[src/hdl/alpc_pkg.sv]
// Behaviour
// - level width one to three bits
// - zero is most privileged, larger less
// - requested level from top address bits
// - abort reads/writes beyond effective page levels
// - check every long descriptor; keep minimum read
// - user cycles compared against task level
// - passing user cycles go on to translation
// - cache match uses all page address and code bits
// - cache hit: fault, or write-protect on a write, gives bus error
// - cache miss starts a table search
// - read level below request sets fault flag
// - write level below request sets write-protect
// - supervisor cycles skip task level check
// - dma cycles skip task check only; search checks apply
package alpc_pkg;
	// ==========================================================
	// levels and function codes
	localparam int          LVL_W        = 3;
	localparam int          LVL_WIDTH_W  = 2;
	localparam int          FC_W         = 4;
	localparam int          FC_DMA_BIT   = 3;
	localparam int          FC_SUP_BIT   = 2;
	localparam logic [2:0]  LVL_RESET    = 3'h0;
	localparam logic [2:0]  LVL_LOWEST   = 3'h7;
	localparam logic [1:0]  WIDTH_OFF    = 2'h0;

	typedef enum logic [2:0] {
		ST_IDLE,
		ST_CHECK,
		ST_LOOKUP,
		ST_SEARCH,
		ST_FILL
	} alpc_state_t;

	// ==========================================================
	// keep only the low 'width' bits of a level
	function automatic logic [2:0] alpc_mask(input logic [2:0] lvl, input logic [1:0] width);
		logic [2:0] m;
		m = 3'h0;
		unique case (width)
			2'h1:    m = {2'h0, lvl[0]};
			2'h2:    m = {1'h0, lvl[1:0]};
			2'h3:    m = lvl;
			default: m = 3'h0;
		endcase
		return m;
	endfunction : alpc_mask
endpackage : alpc_pkg

[src/hdl/alpc_cache_entry.sv]
`timescale 1ns/100ps
module alpc_cache_entry
	import alpc_pkg::*;
#(
	parameter int TAG_W   = 24,
	parameter int PPAGE_W = 20
) (
	input  wire logic               clk_in,
	input  wire logic               rst_n_in,
	input  wire logic               flush_in,
	input  wire logic               load_in,
	input  wire logic [TAG_W-1:0]   load_tag_in,
	input  wire logic [PPAGE_W-1:0] load_ppage_in,
	input  wire logic               load_fault_in,
	input  wire logic               load_wp_in,
	input  wire logic [TAG_W-1:0]   look_tag_in,
	output logic                    hit_out,
	output logic      [PPAGE_W-1:0] ppage_out,
	output logic                    fault_out,
	output logic                    wp_out
);
	logic               valid_reg;
	logic [TAG_W-1:0]   tag_reg;

	// ==========================================================
	// entry storage
	always_ff @(posedge clk_in or negedge rst_n_in) begin
		if (!rst_n_in) begin
			valid_reg <= 1'b0;
		end else if (load_in) begin
			valid_reg <= 1'b1;
		end else if (flush_in) begin
			valid_reg <= 1'b0;
		end
	end

	always_ff @(posedge clk_in or negedge rst_n_in) begin
		if (!rst_n_in) begin
			tag_reg   <= '0;
			ppage_out <= '0;
			fault_out <= 1'b0;
			wp_out    <= 1'b0;
		end else if (load_in) begin
			tag_reg   <= load_tag_in;
			ppage_out <= load_ppage_in;
			fault_out <= load_fault_in;
			wp_out    <= load_wp_in;
		end
	end

	// every tag bit counts, level and code bits included
	assign hit_out = valid_reg && (tag_reg == look_tag_in);
endmodule : alpc_cache_entry

[config.mk]
export PLATFORM = sky130hd
export DESIGN_NAME = alpc_cache_entry
export DESIGN_NICKNAME = d
export VERILOG_FILES = /design/src/hdl/alpc_pkg.sv /design/src/hdl/alpc_cache_entry.sv
export SDC_FILE = /design/constraint.sdc
export NUM_CORES = 1
export LEC_CHECK = 0
export BUFFER_PORTS_ARGS = -buffer_cell sky130_fd_sc_hd__buf_2
export CAP_MARGIN = 30
export CORE_ASPECT_RATIO = 1.5
export CORE_MARGIN = 4
export CORE_UTILIZATION = 40
export CTS_CLUSTER_DIAMETER = 150
export DETAILED_ROUTE_END_ITERATION = 7
export PLACE_DENSITY = 0.71
export SETUP_SLACK_MARGIN = 0.15
export SYNTH_ARGS = -nofsm -noshare
export SYNTH_HDL_FRONTEND = slang
export SYNTH_SLANG_ARGS = --single-unit
[constraint.sdc]
create_clock -name clk_in -period 1.35 [get_ports clk_in]
set_input_delay 0.0675 -clock clk_in [delete_from_list [all_inputs] [get_ports clk_in]]
set_output_delay 0.0675 -clock clk_in [all_outputs]
set_load 0.01 [all_outputs]
==> reports/results.ini, run 1 <==
[outcome]
status = finished, violations left
violations = setup timing

[timing]
finalHoldViolCount = 0
maxSlewViolCount = 0
max_freq_ghz = 0.575
worst_slack_ns = -0.389
tightest_slew_ns = 0.470
finalCriticalPeriod_ns = 1.74
slew_headroom_pct = 68.7
skew_ns = 0
fin_tns_setup_ns = -0.389
setup_viol = 1
rsz0062_at_grt = yes
period_share_pct = 129

[routing]
routed_via_density = 4.46
drc = 0
ant_nets = 0
drt-initial-drc-count = 47
wl_um = 4500
post_drt_wl_per_cell_um = 13.8
vias = 1453
drt_pass1_iterations = 4

[clocking]
cts.htree.levels = 2
clk_path_buf_depth = 2
cts.sinks = 47
cts_tree = yes
clk_pin_slew_ns = 0.08
clk_latency_ns = 0.29
ctsRootBufferMaster = clkbuf_8
numCtsBuffers = 5

[pwr]
ir_drop_mv = 0.752
leakage_nw = 1.40
pwr_density_cell_nw_per_um2 = 1060
total_power_mw = 3.12

[global_routing]
grtUsageTotal_pct = 15.2
grt_antenna_before_repair = 0
grt_pass1_vias = 1614
grt_max_degree = 48
grt_overflow = 0
grt_pass1_wl_um = 7150

[finish]
multi_input_area_um2 = 816
largest_register_ff_count = 24
n_fill_cell = 407
drive_gt1_share_pct = 59.2
stdcell_count = 326
diodes = 0
syn_to_final_growth_pct = 47.4
utilization_pct = 61.0
fin_nets = 333
seq_area_um2 = 1180

[floorplan]
io_pins = 97
start_util_pct = 41.4
rows = 31
fp.dieW_um = 65.8
die-area_um2 = 6240
die-height_um = 94.8
core-area_um2 = 4850

[worst_hold_path]
hp-class = in2reg

[synthesis]
synth_seq_cells = 47
async_flop_share_pct = 100
ys.flop_type = dfrtp_1
yosysTopAreaCell = dfrtp_1
syn_inst = 133
synthTopCellsByCount = dfrtp_1 (47), mux2_2 (46), xor2_1 (15)
syn-num-nets = 207
synth_cell_types = 13
yosysTopAreaCellShare_pct = 58.6
syn_area_um2 = 2010
synth_most_common_cell = dfrtp_1
synth.area.top_cells = dfrtp_1 (59%), mux2_2 (26%), xor2_1 (6.5%)
synth_edf_count = 0
seq_area_frac_synth_pct = 58.6
syn_area_per_cell_um2 = 15.1
yosysWarnings = 0

[setup_path]
slowest_delay_ns = 0.40
crit_fanout = 2
cp_data_arrival_time_ns = 1.67
critPathLaunchType = flip-flop
reg2reg_slack_ns = 0.57
worst_ep_required_time_ns = 1.28
path_class = reg2out
worstPathCellList = xor2_1 -> nor4_2 -> nand3_1 -> nor4_4 -> buf_2
worst_setup_path_end_kind = primary output
cpMaxStageDelayCell = dfrtp_1

[flow_run]
maxCapViolCount = 0

[placed_design]
dp_cells = 292
port_buffers = 96
gp_congestion = 0.645
pre_cts_slack_ns = -0.208
hpwl_um = 3310

## worst max-delay path: cells and delay by family (launching register included)
family / cells / cell delay [ns]
buffers and inverters: 1 / 0.16
xor gates and xnor gates: 1 / 0.16
DFF: 1 / 0.40
and+or+nand+nor: 3 / 0.67
## metal layers
metal,vias to the layer above,global-route usage [%],part of all wire (%)
met1,680,17.0,37
met5,-,0,0
met4,0,6.92,1.0
li1,710,-,-
met2,59,26.9,54
met3,4,3.45,7.9
## power breakdown
group | switching [mW] | internal [mW]
Sequential | 0.0799 | 1.55
Clock | 0.429 | 0.467
Combinational | 0.241 | 0.360
Total | 0.750 | 2.37
## what timing repair did
item                       4_1_cts  5_1_grt
pin swaps                        2        0
setup buffers                    0        0
hold buffers                    24        2
gates resized for setup          1        1
hold endpoints to repair        42        2
setup endpoints to repair        1        1
## cell families after synthesis
group                  synth area share (%)
flip-flops                             58.6
multiplexers                           25.8
XOR/XNOR                               10.5
AND/OR/NAND/NOR                        2.93
buffers and inverters                  1.81
AO/OA/AOI/OAI                         0.374
## layout make-up
cell class                      instances  area share, %
Sequential cell                        47           39.7
Timing Repair Buffer                  124           26.4
Tap cell                               66           2.79
Clock buffer                            8           3.38
Inverter                                1          0.127
Multi-Input combinational cell         80           27.6
## layout by cell type (no fill, tap or decap), drive strengths merged
cell / n
mux2: 46
dlygate4sd3: 26
buf: 98
clkbuf: 8
xnor2: 9
nor4: 4
dfrtp: 47
nand4: 2
nand3: 2
inv: 1
xor2: 15
nor3: 1
a21o: 1
## stage by stage
stage / cell area, µm² / hold slack [ns]
after floorplan: 2020 / -0.228
after CTS: 2930 / 0.000636
after detailed placement: 2590 / 0.0480
final: 2960 / 0.0127
after global placement: 2590 / 0.0534
after global routing: 2960 / 0.00310
## path summary, 6_finish.rpt
path | from | endpoint | depth (start not counted)
min in group asynchronous | rst_n_in | ppage_out[17] | 2
max in group asynchronous | rst_n_in | ppage_out[6] | 3
setup / recovery | tag_reg[1] | hit_out | 5
hold reg to reg | valid_reg | valid_reg | 1
setup reg to reg | ppage_out[4] | ppage_out[4] | 1
hold / removal | load_tag_in[11] | tag_reg[11] | 2
No activity file was read; power rests on OpenSTA's default activity.
==> run 2, diff against run 1 <==
Settings changed: CTS_CLUSTER_DIAMETER 150 to 50, HOLD_SLACK_MARGIN set to 0.08.
==> run 2 against run 1 <==
Net effect:
- core utilization increased by 4.5 points
- highest routed layer unchanged
- the run still ends with setup timing left
- largest power group unchanged
- sequential power about the same
- critical endpoint unchanged
- non-clock buffer count increased by 22
==> reports/results.ini, run 2 (synthesis gave the netlist of run 1 again) <==
[outcome]
status = finished, violations left  ; unchanged
violations = setup timing  ; unchanged

[pwr]
pwr_density_cell_nw_per_um2 = 998  ; was 1060 nW/µm²
leakage_nw = 1.49  ; was 1.40 nW
ir_drop_mv = 0.700  ; was 0.752 mV
total_power_mw = 3.17  ; was 3.12 mW

[routing]
wl_met1_um = 1790  ; was 1660 µm
post_drt_wl_per_cell_um = 13.9  ; was 13.8 µm
ant_nets = 0  ; unchanged
drt-initial-drc-count = 44  ; was 47
top_layer = met4  ; unchanged
met2_length_um = 2690  ; was 2440 µm
routed_via_density = 4.43  ; was 4.46
wl_um = 4820  ; was 4500 µm
drt_pass1_iterations = 3  ; was 4
vias = 1540  ; was 1453
wl_met3_um = 293  ; was 354 µm
drc = 0  ; unchanged

[global_routing]
grt_overflow = 0  ; unchanged
grt_max_degree = 48  ; unchanged
grt_antenna_before_repair = 0  ; unchanged
grtUsageTotal_pct = 16.4  ; was 15.2%
grt_pass1_vias = 1729  ; was 1614
grt_pass1_wl_um = 7730  ; was 7150 µm

[clocking]
clk_pin_slew_ns = 0.08  ; about the same
numCtsBuffers = 5  ; unchanged
ctsRootBufferMaster = clkbuf_8  ; unchanged
cts.htree.levels = 2  ; unchanged
cts.sinks = 47  ; unchanged
clk_latency_ns = 0.28  ; was 0.29 ns
cts_tree = yes  ; unchanged
clk_path_buf_depth = 2  ; unchanged

[finish]
seq_area_um2 = 1180  ; unchanged
final_common_cell = buf_2  ; unchanged
diodes = 0  ; unchanged
multi_input_area_um2 = 816  ; unchanged
fin_nets = 355  ; was 333
n_fill_cell = 373  ; was 407
drive_gt1_share_pct = 54.6  ; was 59.2%
utilization_pct = 65.6  ; was 61.0%
layout_common_cells = buf_2 (96), dlygate4sd3_1 (48), dfrtp_1 (47)  ; was buf_2 (96), dfrtp_1 (47), mux2_2 (46)
syn_to_final_growth_pct = 58.4  ; was 47.4%
largest_register_ff_count = 24  ; unchanged

[timing]
setup_viol = 1  ; unchanged
worst_slack_ns = -0.412  ; was -0.389 ns
finalCriticalPeriod_ns = 1.76  ; was 1.74 ns
skew_ns = 0  ; unchanged
period_share_pct = 131  ; was 129%
max_freq_ghz = 0.567  ; was 0.575 GHz
rsz0062_at_grt = yes  ; unchanged
finalHoldViolCount = 0  ; unchanged
tightest_slew_ns = 0.480  ; was 0.470 ns
maxSlewViolCount = 0  ; unchanged
slew_headroom_pct = 68.0  ; was 68.7%

[setup_path]
worst_ep_required_time_ns = 1.28  ; about the same
crit_fanout = 2  ; unchanged
cp-startpoint = tag_reg[5]  ; was tag_reg[1]
cp_data_arrival_time_ns = 1.69  ; was 1.67 ns
worst_setup_path_end_kind = primary output  ; unchanged
critPathLaunchType = flip-flop  ; unchanged
timing.rr.start = tag_reg[23]  ; was ppage_out[4]
path_class = reg2out  ; unchanged

[floorplan]
start_util_pct = 41.4  ; unchanged
fp.dieW_um = 65.8  ; unchanged
rows = 31  ; unchanged
die-height_um = 94.8  ; unchanged
die-area_um2 = 6240  ; unchanged
io_pins = 97  ; unchanged
core-area_um2 = 4850  ; unchanged

[placed_design]
pre_cts_slack_ns = -0.208  ; unchanged
hpwl_um = 3310  ; unchanged
port_buffers = 96  ; unchanged
gp_congestion = 0.645  ; unchanged

[flow_run]
maxCapViolCount = 0  ; unchanged

[worst_hold_path]
hp-class = in2async  ; was in2reg

[run 2: changes by cell type in the layout (fill, tap and decap cells not counted), sizes merged]
cell,delta
dlygate4sd3,+22
[run 2: repair_timing]
| action | 4_1_cts | 5_1_grt |
|---|---|---|
| gates resized for setup | 1 | 1 |
| setup buffers | 0 | 0 |
| setup endpoints to repair | 1 | 1 |
| pin swaps | 2 | 2 |
| endpoints found under the hold margin | 66 | 0 |
| hold buffers | 48 | 0 |
[run 2: final cells by class]
class	instances	area share [%]
flip-flops and latches	47	37.0
multi-input cells	80	25.7
well taps	66	2.60
repair buffers	146	31.5
clock buffers	8	3.15
inverters	1	0.118
[run 2: path summary, 6_finish.rpt]
check,cells after the start,slack [ns],to
min in group clk_in,3,0.28,valid_reg
hold reg to reg,1,0.50,valid_reg
setup / recovery,5,-0.41,hit_out
setup reg to reg,1,0.56,tag_reg[23]
hold / removal,2,0.28,tag_reg[8]
max in group asynchronous,3,0.57,ppage_out[6]
[run 2: stage by stage]
stage | hold WS [ns] | cell area, µm² | instances | TNS, ns
2_1_floorplan | -0.228 | 2020 | 133 | 0
3_3_place_gp | 0.0534 | 2590 | 292 | -0.0865
3_5_place_dp | 0.0480 | 2590 | 292 | -0.208
4_1_cts | 0.273 | 3170 | 348 | -0.454
5_1_grt | 0.295 | 3180 | 348 | -0.501
6_report | 0.277 | 3180 | 348 | -0.412
[run 2: metal layers]
| layer | track usage, % | up-vias |
|---|---|---|
| met5 | 0 | - |
| met4 | 7.09 | 0 |
| met3 | 3.21 | 4 |
| met2 | 30.1 | 59 |
| met1 | 17.8 | 719 |
| li1 | - | 758 |
[run 2: critical path, cell delays in order (launching register included)]
cell	delay (ns)
dfrtp_1	0.39
xor2_1	0.15
nor4_2	0.32
nand3_1	0.17
nor4_4	0.21
buf_2	0.16
[run 2: where the power goes]
part / internal (mW) / switching (mW) / total (mW)
registers: 1.55 / 0.0802 / 1.63
clock network: 0.467 / 0.425 / 0.893
logic: 0.401 / 0.252 / 0.654
total: 2.42 / 0.758 / 3.17
